**config.mk**
```make
export PLATFORM = sky130hd
export DESIGN_NAME = conv_ready_serial
export DESIGN_NICKNAME = d
export VERILOG_FILES = /design/src/logic/rdy_serial_pkg.sv /design/src/logic/conv_ready_serial.sv /design/src/logic/pin_sync.sv /design/src/logic/bit_shifter.sv
export SDC_FILE = /design/constraint.sdc
export NUM_CORES = 1
export LEC_CHECK = 0
export BUFFER_PORTS_ARGS = -buffer_cell sky130_fd_sc_hd__buf_2
export CAP_MARGIN = 20
export CORE_MARGIN = 2
export CORE_UTILIZATION = 55
export CTS_CLUSTER_SIZE = 16
export DETAILED_ROUTE_END_ITERATION = 10
export PLACE_DENSITY = 0.88
export RECOVER_POWER = 50
export SLEW_MARGIN = 25
export SYNTH_ARGS = -nofsm -noshare
export SYNTH_HDL_FRONTEND = slang
export SYNTH_SLANG_ARGS = --single-unit
```
**constraint.sdc**
```tcl
create_clock -name mclk_i -period 3.6 [get_ports mclk_i]
set_clock_uncertainty 0.1 [all_clocks]
set_input_delay 0.54 -clock mclk_i [delete_from_list [all_inputs] [get_ports mclk_i]]
set_output_delay 0.54 -clock mclk_i [all_outputs]
set_load 0.05 [all_outputs]
```
**src/logic/rdy_serial_pkg.sv**
```systemverilog
// Constants, field positions and carrier types for the ready pin and serial port block
//
// Overview of operation
// - Ready low while any channel holds unread data
// - Completed data register read returns ready high
// - Unread result: ready high before next update
// - Calibration completion drives ready low
// - Ready pin is NOR of channel flags
// - Disabled channel no longer sets its flag
// - Ready held low after calibration until mode write
// - Output shifter loads any selected readable register
// - Shifted-in data goes to communications-selected register
// - Device select active low, may be tied low
// - Serial clock continuous or in separate bursts
// - Reset restores flags and interface to power-on
package rdy_serial_pkg;

    // ------------------------------------------------------------
    // Serial register selection and widths
    // ------------------------------------------------------------
    localparam logic [3:0] SADDR_COMM_STAT = 4'h0;
    localparam logic [3:0] SADDR_MODE = 4'h1;
    localparam logic [3:0] SADDR_CTRL = 4'h2;
    localparam logic [3:0] SADDR_MAIN_DATA = 4'h3;
    localparam logic [3:0] SADDR_AUX_DATA = 4'h4;
    localparam logic [3:0] SADDR_CAL = 4'h5;
    localparam int SHIFT_W = 24;
    localparam int BYTE_W = 8;
    localparam int MAIN_W = 24;
    localparam int AUX_W = 16;
    localparam int CAL_W = 24;
    localparam int COMM_RD_BIT = 6;
    localparam int COMM_ADDR_LSB = 0;
    localparam int STAT_MAIN_BIT = 0;
    localparam int STAT_AUX_BIT = 1;
    localparam int STAT_CAL_BIT = 2;
    localparam logic [7:0] MODE_RST = 8'h00;
    localparam logic [7:0] CTRL_RST = 8'h00;
    localparam logic [23:0] CAL_RST = 24'h00_0000;

    // ------------------------------------------------------------
    // Local register port
    // ------------------------------------------------------------
    localparam logic [3:0] LREG_EVT_STATUS = 4'h0;
    localparam logic [3:0] LREG_EVT_CLEAR = 4'h1;
    localparam logic [3:0] LREG_EVT_ENABLE = 4'h2;
    localparam logic [3:0] LREG_CHAN_CTRL = 4'h3;
    localparam logic [3:0] LREG_MODE_VIEW = 4'h4;
    localparam int EVT_W = 4;
    localparam int EVT_MAIN = 0;
    localparam int EVT_AUX = 1;
    localparam int EVT_CAL = 2;
    localparam int EVT_FRAME = 3;
    localparam int CHAN_MAIN_EN = 0;
    localparam int CHAN_AUX_EN = 1;
    localparam logic [1:0] CHAN_RST = 2'h3;
    localparam logic [3:0] EVT_EN_RST = 4'h0;

    // ------------------------------------------------------------
    // Carrier types
    // ------------------------------------------------------------
    typedef struct packed {
        logic sclk;
        logic cs_n;
        logic din;
    } link_in_t;

    typedef struct packed {
        logic main_done;
        logic aux_done;
        logic update_warn;
        logic cal_done;
        logic [MAIN_W-1:0] main_data;
        logic [AUX_W-1:0] aux_data;
    } conv_evt_t;

    typedef struct packed {
        logic [3:0] addr;
        logic [7:0] wdata;
        logic wr;
        logic rd;
    } lbus_req_t;

endpackage

```
**src/logic/conv_ready_serial.sv**
```systemverilog
// Ready pin logic and serial shift port of the dual-channel converter
//
// The address map and strobed register access were chosen for this implementation.
`timescale 1ns/100ps
module conv_ready_serial
    import rdy_serial_pkg::*;
(
    // Clock and reset
    input wire logic mclk_i,
    input wire logic rstn_i,
    // Serial link pins
    input rdy_serial_pkg::link_in_t link_i,
    output logic dout_o,
    output logic dout_oe_n_o,
    output logic rdy_n_o,
    // Converter events
    input rdy_serial_pkg::conv_evt_t conv_i,
    // Local register port
    input rdy_serial_pkg::lbus_req_t bus_i,
    output logic [7:0] rdata_o,
    // Converter control outputs
    output logic [7:0] mode_bits_o,
    output logic mode_start_o,
    output logic [7:0] ctrl_o,
    output logic [CAL_W-1:0] cal_coef_o,
    output logic [1:0] chan_en_o,
    output logic irq_o
);
    import rdy_serial_pkg::*;

    typedef enum logic [0:0] {PH_COMM, PH_DATA} phase_t;

    // ------------------------------------------------------------
    // Pin synchronisation and edge detection
    // ------------------------------------------------------------
    link_in_t link_s;
    logic sclk_d_reg;
    logic sclk_rise;
    logic sclk_fall;
    logic selected;

    pin_sync #(
        .W(3)
    ) u_sync (
        .mclk_i(mclk_i),
        .rstn_i(rstn_i),
        .async_i(link_i),
        .sync_o(link_s)
    );

    always_ff @(posedge mclk_i)
    begin
        if (!rstn_i)
            sclk_d_reg <= 1'b1;
        else
            sclk_d_reg <= link_s.sclk;
    end

    // Edges seen while deselected are ignored; a tied-low select always passes
    assign selected = !link_s.cs_n;
    assign sclk_rise = selected && link_s.sclk && !sclk_d_reg;
    assign sclk_fall = selected && !link_s.sclk && sclk_d_reg;

    // ------------------------------------------------------------
    // Serial framing
    // ------------------------------------------------------------
    phase_t phase_reg;
    logic [4:0] bit_cnt_reg;
    logic [3:0] sel_addr_reg;
    logic sel_rd_reg;
    logic [SHIFT_W-1:0] in_q;
    logic [SHIFT_W-1:0] out_q;
    logic [SHIFT_W-1:0] word_in;
    logic [SHIFT_W-1:0] view;
    logic word_end;
    logic comm_end;
    logic data_end;
    logic out_load;
    logic wr_mode;
    logic wr_ctrl;
    logic wr_cal;
    logic main_rd_done;
    logic aux_rd_done;

    logic main_flag_reg;
    logic aux_flag_reg;
    logic cal_hold_reg;
    logic [MAIN_W-1:0] main_data_reg;
    logic [AUX_W-1:0] aux_data_reg;
    logic [7:0] status_byte;

    function automatic logic [4:0] last_bit(input logic [3:0] a);
        case (a)
            SADDR_MAIN_DATA: last_bit = 5'(MAIN_W - 1);
            SADDR_AUX_DATA: last_bit = 5'(AUX_W - 1);
            SADDR_CAL: last_bit = 5'(CAL_W - 1);
            default: last_bit = 5'(BYTE_W - 1);
        endcase
    endfunction

    assign word_in = {in_q[SHIFT_W-2:0], link_s.din};
    assign word_end = sclk_rise &&
        (bit_cnt_reg == ((phase_reg == PH_COMM) ? 5'(BYTE_W - 1) : last_bit(sel_addr_reg)));
    assign comm_end = word_end && (phase_reg == PH_COMM);
    assign data_end = word_end && (phase_reg == PH_DATA);

    // Read view is left-aligned so the first bit out is always bit SHIFT_W-1
    always_comb
    begin
        status_byte = '0;
        status_byte[STAT_MAIN_BIT] = main_flag_reg;
        status_byte[STAT_AUX_BIT] = aux_flag_reg;
        status_byte[STAT_CAL_BIT] = cal_hold_reg;
        case (word_in[COMM_ADDR_LSB +: 4])
            SADDR_COMM_STAT: view = {status_byte, 16'h0000};
            SADDR_MODE: view = {mode_bits_o, 16'h0000};
            SADDR_CTRL: view = {ctrl_o, 16'h0000};
            SADDR_MAIN_DATA: view = main_data_reg;
            SADDR_AUX_DATA: view = {aux_data_reg, 8'h00};
            SADDR_CAL: view = cal_coef_o;
            default: view = '0;
        endcase
    end

    // A read command loads the output shifter from the selected register
    assign out_load = comm_end && word_in[COMM_RD_BIT];

    bit_shifter #(
        .W(SHIFT_W)
    ) u_in_shift (
        .mclk_i(mclk_i),
        .rstn_i(rstn_i),
        .load_i(1'b0),
        .load_val_i('0),
        .shift_i(sclk_rise),
        .bit_i(link_s.din),
        .q_o(in_q)
    );

    bit_shifter #(
        .W(SHIFT_W)
    ) u_out_shift (
        .mclk_i(mclk_i),
        .rstn_i(rstn_i),
        .load_i(out_load),
        .load_val_i(view),
        .shift_i(sclk_fall && (phase_reg == PH_DATA) && sel_rd_reg),
        .bit_i(1'b0),
        .q_o(out_q)
    );

    // Bit count survives pauses in the clock, so bursts join into one word
    always_ff @(posedge mclk_i)
    begin
        if (!rstn_i || link_s.cs_n)
        begin
            phase_reg <= PH_COMM;
            bit_cnt_reg <= '0;
            sel_addr_reg <= SADDR_COMM_STAT;
            sel_rd_reg <= 1'b0;
        end
        else if (word_end)
        begin
            bit_cnt_reg <= '0;
            case (phase_reg)
                PH_COMM:
                begin
                    sel_addr_reg <= word_in[COMM_ADDR_LSB +: 4];
                    sel_rd_reg <= word_in[COMM_RD_BIT];
                    // A write aimed at the communications register has no data phase
                    if (word_in[COMM_RD_BIT] || word_in[COMM_ADDR_LSB +: 4] != SADDR_COMM_STAT)
                        phase_reg <= PH_DATA;
                end
                PH_DATA: phase_reg <= PH_COMM;
                default: phase_reg <= PH_COMM;
            endcase
        end
        else if (sclk_rise)
            bit_cnt_reg <= bit_cnt_reg + 5'd1;
    end

    assign wr_mode = data_end && !sel_rd_reg && sel_addr_reg == SADDR_MODE;
    assign wr_ctrl = data_end && !sel_rd_reg && sel_addr_reg == SADDR_CTRL;
    assign wr_cal = data_end && !sel_rd_reg && sel_addr_reg == SADDR_CAL;
    assign main_rd_done = data_end && sel_rd_reg && sel_addr_reg == SADDR_MAIN_DATA;
    assign aux_rd_done = data_end && sel_rd_reg && sel_addr_reg == SADDR_AUX_DATA;

    // Data registers are read-only; writes to them are shifted in and dropped
    always_ff @(posedge mclk_i)
    begin
        if (!rstn_i)
        begin
            mode_bits_o <= MODE_RST;
            ctrl_o <= CTRL_RST;
            cal_coef_o <= CAL_RST;
            mode_start_o <= 1'b0;
        end
        else
        begin
            mode_start_o <= wr_mode;
            if (wr_mode)
                mode_bits_o <= word_in[BYTE_W-1:0];
            if (wr_ctrl)
                ctrl_o <= word_in[BYTE_W-1:0];
            if (wr_cal)
                cal_coef_o <= word_in[CAL_W-1:0];
        end
    end

    // Output pin changes on the falling edge so the host samples a stable bit
    always_ff @(posedge mclk_i)
    begin
        if (!rstn_i)
        begin
            dout_o <= 1'b1;
            dout_oe_n_o <= 1'b1;
        end
        else
        begin
            dout_oe_n_o <= link_s.cs_n;
            if (sclk_fall && phase_reg == PH_DATA && sel_rd_reg)
                dout_o <= out_q[SHIFT_W-1];
        end
    end

    // ------------------------------------------------------------
    // Channel ready flags
    // ------------------------------------------------------------
    logic main_set;
    logic aux_set;
    logic main_clr;
    logic aux_clr;

    // A disabled channel's conversions cannot raise its flag; the host clears a stale one by reading it
    assign main_set = (conv_i.main_done && chan_en_o[CHAN_MAIN_EN]) || conv_i.cal_done;
    assign aux_set = conv_i.aux_done && chan_en_o[CHAN_AUX_EN];
    assign main_clr = cal_hold_reg ? wr_mode : (main_rd_done || conv_i.update_warn);
    assign aux_clr = aux_rd_done || conv_i.update_warn;

    always_ff @(posedge mclk_i)
    begin
        if (!rstn_i)
        begin
            main_flag_reg <= 1'b0;
            aux_flag_reg <= 1'b0;
            cal_hold_reg <= 1'b0;
        end
        else
        begin
            main_flag_reg <= main_set || (main_flag_reg && !main_clr);
            aux_flag_reg <= aux_set || (aux_flag_reg && !aux_clr);
            cal_hold_reg <= conv_i.cal_done || (cal_hold_reg && !wr_mode);
        end
    end

    always_ff @(posedge mclk_i)
    begin
        if (!rstn_i)
        begin
            main_data_reg <= '0;
            aux_data_reg <= '0;
        end
        else
        begin
            if (conv_i.main_done && chan_en_o[CHAN_MAIN_EN])
                main_data_reg <= conv_i.main_data;
            if (conv_i.aux_done && chan_en_o[CHAN_AUX_EN])
                aux_data_reg <= conv_i.aux_data;
        end
    end

    always_ff @(posedge mclk_i)
    begin
        if (!rstn_i)
            rdy_n_o <= 1'b1;
        else
            rdy_n_o <= !(main_flag_reg || aux_flag_reg);
    end

    // ------------------------------------------------------------
    // Local registers and interrupt
    // ------------------------------------------------------------
    logic [EVT_W-1:0] evt_status_reg;
    logic [EVT_W-1:0] evt_enable_reg;
    logic [EVT_W-1:0] evt_set;
    logic [EVT_W-1:0] evt_clr;

    assign evt_set = {data_end, conv_i.cal_done, aux_set, main_set && !conv_i.cal_done};
    assign evt_clr = (bus_i.wr && bus_i.addr == LREG_EVT_CLEAR) ? bus_i.wdata[EVT_W-1:0] : '0;

    // Set beats clear, so an event landing on a clear write is kept
    always_ff @(posedge mclk_i)
    begin
        if (!rstn_i)
            evt_status_reg <= '0;
        else
            evt_status_reg <= evt_set | (evt_status_reg & ~evt_clr);
    end

    always_ff @(posedge mclk_i)
    begin
        if (!rstn_i)
        begin
            evt_enable_reg <= EVT_EN_RST;
            chan_en_o <= CHAN_RST;
        end
        else if (bus_i.wr)
        begin
            if (bus_i.addr == LREG_EVT_ENABLE)
                evt_enable_reg <= bus_i.wdata[EVT_W-1:0];
            if (bus_i.addr == LREG_CHAN_CTRL)
                chan_en_o <= bus_i.wdata[1:0];
        end
    end

    always_ff @(posedge mclk_i)
    begin
        if (!rstn_i)
            rdata_o <= '0;
        else if (bus_i.rd)
        begin
            case (bus_i.addr)
                LREG_EVT_STATUS: rdata_o <= {4'h0, evt_status_reg};
                LREG_EVT_ENABLE: rdata_o <= {4'h0, evt_enable_reg};
                LREG_CHAN_CTRL: rdata_o <= {6'h00, chan_en_o};
                LREG_MODE_VIEW: rdata_o <= mode_bits_o;
                default: rdata_o <= '0;
            endcase
        end
        else
            rdata_o <= '0;
    end

    assign irq_o = |(evt_status_reg & evt_enable_reg);

    // ------------------------------------------------------------
    // Assertions
    // ------------------------------------------------------------
    property p_conv_sets_ready;
        @(posedge mclk_i) disable iff (!rstn_i)
        conv_i.main_done && chan_en_o[CHAN_MAIN_EN] |=> main_flag_reg ##1 !rdy_n_o;
    endproperty
    a_conv_sets_ready: assert property (p_conv_sets_ready)
        else $error("Conversion did not pull ready low");

    property p_read_releases;
        @(posedge mclk_i) disable iff (!rstn_i)
        main_rd_done && !cal_hold_reg && !main_set && !aux_flag_reg && !aux_set
            |-> ##2 rdy_n_o;
    endproperty
    a_read_releases: assert property (p_read_releases)
        else $error("Ready not released after data read");

    property p_warn_releases;
        @(posedge mclk_i) disable iff (!rstn_i)
        conv_i.update_warn && !cal_hold_reg && !main_set && !aux_set |=> !main_flag_reg && !aux_flag_reg;
    endproperty
    a_warn_releases: assert property (p_warn_releases)
        else $error("Flags not cleared before update");

    property p_cal_ready;
        @(posedge mclk_i) disable iff (!rstn_i)
        conv_i.cal_done |=> cal_hold_reg && main_flag_reg ##1 !rdy_n_o;
    endproperty
    a_cal_ready: assert property (p_cal_ready)
        else $error("Calibration end did not pull ready low");

    property p_ready_nor;
        @(posedge mclk_i) disable iff (!rstn_i)
        ##1 rdy_n_o == !($past(main_flag_reg) || $past(aux_flag_reg));
    endproperty
    a_ready_nor: assert property (p_ready_nor)
        else $error("Ready pin is not NOR of channel flags");

    property p_disabled_quiet;
        @(posedge mclk_i) disable iff (!rstn_i)
        !aux_flag_reg && !chan_en_o[CHAN_AUX_EN] |=> !aux_flag_reg;
    endproperty
    a_disabled_quiet: assert property (p_disabled_quiet)
        else $error("Disabled channel raised its flag");

    property p_cal_hold;
        @(posedge mclk_i) disable iff (!rstn_i)
        cal_hold_reg && !wr_mode |=> main_flag_reg && cal_hold_reg;
    endproperty
    a_cal_hold: assert property (p_cal_hold)
        else $error("Ready released after calibration without mode write");

    property p_ctrl_write;
        @(posedge mclk_i) disable iff (!rstn_i)
        data_end && !sel_rd_reg && sel_addr_reg == SADDR_CTRL
            |=> ctrl_o == $past(word_in[BYTE_W-1:0]);
    endproperty
    a_ctrl_write: assert property (p_ctrl_write)
        else $error("Control register missed shifted-in data");

    property p_release_dout;
        @(posedge mclk_i) disable iff (!rstn_i)
        link_s.cs_n |=> dout_oe_n_o;
    endproperty
    a_release_dout: assert property (p_release_dout)
        else $error("Serial output driven while deselected");

    property p_reset_state;
        @(posedge mclk_i)
        !rstn_i |=> rdy_n_o && !main_flag_reg && !aux_flag_reg && phase_reg == PH_COMM;
    endproperty
    a_reset_state: assert property (p_reset_state)
        else $error("Reset did not restore idle state");

endmodule

```
**src/logic/pin_sync.sv**
```systemverilog
// Two-stage synchroniser for a group of asynchronous pins
`timescale 1ns/100ps
module pin_sync #(
    parameter int W = 3
) (
    // Clock and reset
    input wire logic mclk_i,
    input wire logic rstn_i,
    // Pins
    input wire logic [W-1:0] async_i,
    output logic [W-1:0] sync_o
);
    logic [W-1:0] meta_reg;

    initial
    begin
        if (W < 1)
            $error("pin_sync: W must be at least 1");
    end

    // Pull-ups make idle pins high, so reset to ones
    always_ff @(posedge mclk_i)
    begin
        if (!rstn_i)
        begin
            meta_reg <= '1;
            sync_o <= '1;
        end
        else
        begin
            meta_reg <= async_i;
            sync_o <= meta_reg;
        end
    end
endmodule

```
**src/logic/bit_shifter.sv**
```systemverilog
// Parallel-load shift register, shifting toward the most significant bit
`timescale 1ns/100ps
module bit_shifter #(
    parameter int W = 24
) (
    // Clock and reset
    input wire logic mclk_i,
    input wire logic rstn_i,
    // Control
    input wire logic load_i,
    input wire logic [W-1:0] load_val_i,
    input wire logic shift_i,
    input wire logic bit_i,
    // State
    output logic [W-1:0] q_o
);
    initial
    begin
        if (W < 2)
            $error("bit_shifter: W must be at least 2");
    end

    // Load has priority so a new word never mixes with an old tail
    always_ff @(posedge mclk_i)
    begin
        if (!rstn_i)
            q_o <= '0;
        else if (load_i)
            q_o <= load_val_i;
        else if (shift_i)
            q_o <= {q_o[W-2:0], bit_i};
    end
endmodule

```
# Word-level counts from Yosys, hierarchy flattened
# Index checks and enable logic that the tools add are counted.
[word_totals]
word_cells = 110
regBits = 170
output_inout_bits = 55
[op_classes]
eq_ne = 15
muxes = 10
n_addsub = 1
n_bitwise = 5
reduce_logical = 54
[ops]
columns = ["cell", "n"]
rows = [
  ["$pmux 24 s6", 1],
  ["$mux 24", 2],
  ["$pmux 8 s4", 1],
  ["$eq 4x2->1 const B", 6],
  ["$logic_and 1x1->1", 24],
  ["$eq 4x3->1 const B", 5],
  ["$eq 4x1->1 const B", 3],
  ["$logic_not 1->1", 10],
  ["$pmux 5 s2", 1],
  ["$logic_or 1x1->1", 9],
  ["$and 4x4->4", 2],
  ["$logic_not 4->1", 2],
  ["$reduce_and 2->1", 4],
  ["$add 5x1->5 const B", 1],
  ["$eq 5x5->1", 1],
  ["$mux 5", 1],
  ["$mux 4", 1],
  ["$not 4->4", 1],
  ["$or 4x4->4", 1],
  ["$reduce_bool 4->1", 1],
  ["$reduce_or 2->1", 2],
  ["$reduce_or 4->1", 1],
  ["$mux 1", 2],
  ["$pmux 1 s2", 1],
  ["other kinds (2)", 2],
]

# Longest topological paths before layout
[logic_depth]
ltp_word = 14
mapped_depth = 8
mapped_depth_nobuf = 6

# By module
# Synthesis repeated with hierarchy kept, for this count alone.
[unflattened]
hier_cells = 829
area_unflattened_um2 = 7991.4
[by_module_without_submodules]
columns = ["mod", "area_per_inst_um2", "cells_per_inst", "seq_area_each_um2", "instances"]
rows = [
  ["conv_ready_serial", 5238.8, 605, 2342.2, 1],
  ["bit_shifter", 1297.5, 106, 480.5, 2],
  ["pin_sync", 157.7, 12, 120.1, 1],
]

# Worst setup path before layout
# OpenSTA, ideal clock, no wires.
[synth_path]
kind = "in2reg"
startpoint = "input port bus_i[12] in the netlist's numbering"
endpoint = "register evt_enable_reg[3]"
required_ps = 3367
arrival_time_ps = 1853
setup_ps = 133
slack_ps = 1514
path_buffers = 2
cell_stages = 7
cell_sequence = "clkbuf_1 > or3b_2 > clkbuf_1 > nor2_1 > nand2_1 > nand2_1 > a21oi_1"
[synth_between]
elab_chain_len = 2
[synth_rtl]
columns = ["item", "line_no", "source"]
rows = [
  ["start: declaration", "conv_ready_serial.sv:19", "input rdy_serial_pkg::lbus_req_t bus_i,"],
  ["$eq 4x2->1", "conv_ready_serial.sv:309", "if (bus_i.addr == LREG_EVT_ENABLE)"],
  ["$reduce_and 2->1 (no line)", "n/a", ""],
  ["end signal: assignment", "conv_ready_serial.sv:310", "evt_enable_reg <= bus_i.wdata[EVT_W-1:0];"],
  ["end: declaration", "conv_ready_serial.sv:284", "logic [EVT_W-1:0] evt_enable_reg;"],
]
# No other way between the ends.
# A chain may end at the register's enable or synchronous reset.

# Final worst setup path
[layout_path]
startpoint = "register u_in_shift.q_o[1]"
endpoint = "register u_out_shift.q_o[14]"
[layout_between]
elab_chain_len = 3
word_cells_on_any_way = 8
[layout_rtl]
columns = ["item", "line_no", "source"]
rows = [
  ["start: declaration", "bit_shifter.sv:15", "output logic [W-1:0] q_o"],
  ["start signal: assignment", "bit_shifter.sv:29", "q_o <= load_val_i;"],
  ["start signal: assignment", "bit_shifter.sv:31", "q_o <= {q_o[W-2:0], bit_i};"],
  ["$eq 4x3->1 (tied with other cells)", "conv_ready_serial.sv:114", "case (word_in[COMM_ADDR_LSB +: 4])"],
  ["$pmux 24 s6 *", "conv_ready_serial.sv:114", ""],
  ["$mux 24 *", "bit_shifter.sv:28", "else if (load_i)"],
  ["end signal: assignment", "bit_shifter.sv:29", ""],
  ["end signal: assignment", "bit_shifter.sv:31", ""],
  ["end: declaration", "bit_shifter.sv:15", ""],
]
# Mark *: on every way between the ends. The rest lies on a longest branch, timed or not.

==> reports/results.tsv <==
stage	metric	value	unit
worst_setup_path	cp_max_fo	21	
worst_setup_path	worstSetupPathType	reg -> reg	
place	routabilityCongestion	0.925	
global_route	antenna_found_initial	0	
sta	drv_slew	0	
synth	synth_cell_type_count	52	
cts	clk_path_buf_depth	2	
cts	cts_setup_buffers	0	
final_layout	drive_gt1_share	15.2	%
global_route	grt.met3_usage	6.80	%
synth	syn-cell-area	6970	µm²
routing	num_vias	6371	
sta	rsz0062_at_grt	no	
synth	syn_area_per_cell	8.68	µm²
status	status	finished, final reports clean	
global_route	grt_max_degree	75	
routing	drt_pass1_iterations	6	
global_route	use_met2	44.4	%
die	core-area	12500	µm²
synth	synth-seq-cells	170	
sta	whs	0.194	ns
worst_setup_path	cp-start-kind	flip-flop	
pwr	p_per_area	489	nW/µm²
synth	syn-num-nets	867	
sta	tns	0	ns
final_layout	multi_input_comb_area	3290	µm²
global_route	met1_usage	37.9	%
sta	period_share	73.4	%
sta	finalSetupViolCount	0	
routing	ant_nets	0	
pwr	irDropWorstVdd	0.348	mV
synth	synthFlopType	dfxtp_1	
synth	synthCells	803	
worst_hold_path	hold_class	in -> reg	
synth	synthArstFlopShare	0	%
global_route	track_usage	28.7	%
global_route	overflow	0	
routing	drt_iter0_markers	727	
die	dieArea	13600	µm²
sta	relSlewSlack	0.744	%
cts	htreeDepth	4	
routing	via_per_inst	5.97	
synth	seq_area_frac_synth	48.8	%
synth	synth_edf_count	0	
routing	drc	0	
worst_setup_path	required	3.83	ns
cts	cts-hold-fix-buffers	0	
sta	clock.fmax	0.379	GHz
place	post-place-cells	1036	
sta	final_hold_viol_count	0	
final_layout	layout.cells.non_filler	1068	
cts	cts_resized	0	
die	die_w	117	µm
global_route	grt-busiest-layer	met2	
die	initial_core_util	55.7	%
die	rows	41	
cts	cts_buffers	17	
cts	clock_latency	0.43	ns
job	cap_violations	0	
worst_setup_path	worst_setup_path_end_kind	flip-flop	
cts	cts_sinks	170	
die	io_pins	118	
final_layout	fillers	1004	
die	die_h	117	µm
global_route	grt_pass1_vias	5786	
final_layout	diodes	0	
sta	tightest_slew	1.49	ns
sta	min_period	2.64	ns
cts	path_clk_slew	0.06	ns
synth	synth_warnings	0	
place	numPortBuffers	113	
routing	routed_wl	19200	µm
final_layout	area_growth_syn_to_layout	16.6	%
final_layout	ff_latch_area	3400	µm²
global_route	grt_pass1_wl	29800	µm
cts	cts_root_buf	clkbuf_16	
place	dp_hpwl	12700	µm
pwr	finalPower	3.98	mW
final_layout	finalNetCount	948	
cts	cts_tree	done	
final_layout	finish.utilization	65.0	%
pwr	p_leak	3.42	nW
routing	post_drt_wl_per_cell	18.0	µm
worst_setup_path	cp.arrival	2.87	ns
cells in the final DEF (no fill, tap or decap), drive strengths merged, types with 3 or more instances in the layout:
cell | netlist | layout
a211oi | 34 | 34
a21oi | 81 | 81
a221oi | 7 | 7
a22o | 9 | 9
a22oi | 4 | 4
and2 | 7 | 7
and3 | 4 | 4
buf | 21 | 91
bufinv | 0 | 3
clkbuf | 41 | 56
clkinv | 0 | 4
dfxtp | 170 | 170
mux2 | 9 | 9
mux2i | 74 | 74
nand2 | 206 | 206
nand2b | 10 | 10
nand3 | 18 | 18
nand4 | 4 | 4
nor2 | 40 | 40
nor3 | 5 | 5
nor3b | 3 | 3
nor4b | 3 | 3
o21ai | 17 | 17
o22ai | 5 | 5
xor2 | 4 | 4
routing by layer:
metal	vias to the layer above	wire length, µm
li1	2944	-
met1	3009	7740
met2	350	8850
met3	68	1840
met4	0	762
met5	-	0
worst max-delay path, cell delays in order, from the launching register on:
cell	delay, ns
dfxtp_1	0.61
nor3b_1	0.58
and2_1	0.67
a22o_1	0.23
a211oi_1	0.05
a211oi_1	0.28
cells in the mapped netlist, drive strengths merged, types with 2 or more instances:
cell type	instances	share of area (%)
a211oi	34	3.7
a21oi	81	5.8
a221oi	7	0.88
a222oi	2	0.29
a22o	9	1.1
a22oi	4	0.43
and2	7	0.63
and3	4	0.36
buf	21	1.8
clkbuf	41	2.2
dfxtp	170	49
inv	2	0.11
mux2	9	1.5
mux2i	74	11
nand2	206	11
nand2b	10	0.90
nand3	18	1.3
nand4	4	0.36
nand4b	2	0.25
nor2	40	2.2
nor2b	2	0.18
nor3	5	0.36
nor3b	3	0.39
nor4	2	0.18
nor4b	3	0.38
o2111ai	2	0.34
o21ai	17	1.2
o22ai	5	0.45
or3	2	0.18
or3b	2	0.25
xor2	4	0.50
worst paths after layout:
path	start	endpoint	slack (ns)	cells past startpoint
max	u_in_shift.q_o[1]	u_out_shift.q_o[14]	0.96	5
min	link_i[1]	u_sync.meta_reg[1]	0.19	2
max reg2reg	u_in_shift.q_o[1]	u_out_shift.q_o[14]	0.96	5
min reg2reg	u_sync.meta_reg[2]	u_sync.sync_o[2]	0.31	1
cells by family (layout without fill, tap and decap cells):
| group | Yosys count | in the layout | share of synthesized area, % |
|---|---|---|---|
| compound gates | 166 | 166 | 14.8 |
| xor+xnor | 5 | 5 | 0.628 |
| fa+ha+maj | 1 | 1 | 0.179 |
| buf+inv | 64 | 157 | 4.09 |
| flops | 170 | 170 | 48.8 |
| mux | 83 | 83 | 12.1 |
| simple gates | 314 | 314 | 19.5 |
per-stage QoR:
step / setup WS, ns / area (µm²)
5_1_grt: 0.836 / 8130
2_1_floorplan: 1.51 / 6970
6_report: 0.959 / 8130
3_3_place_gp: 1.16 / 7570
4_1_cts: 1.06 / 8170
3_5_place_dp: 1.14 / 7570
where the power goes:
group          total, mW  internal, mW  switching, mW
Sequential          1.94          1.92         0.0252
Combinational      0.181        0.0621          0.119
Clock               1.86          1.14          0.718
Total               3.98          3.12          0.862
layout make-up:
type	count	area share, %
Tap cell	172	2.65
Clock buffer	23	5.88
Multi-Input combinational cell	569	40.5
Timing Repair Buffer	124	7.62
Sequential cell	170	41.8
Clock inverter	8	1.45
Inverter	2	0.0923
No activity file was read; power rests on OpenSTA's default activity.
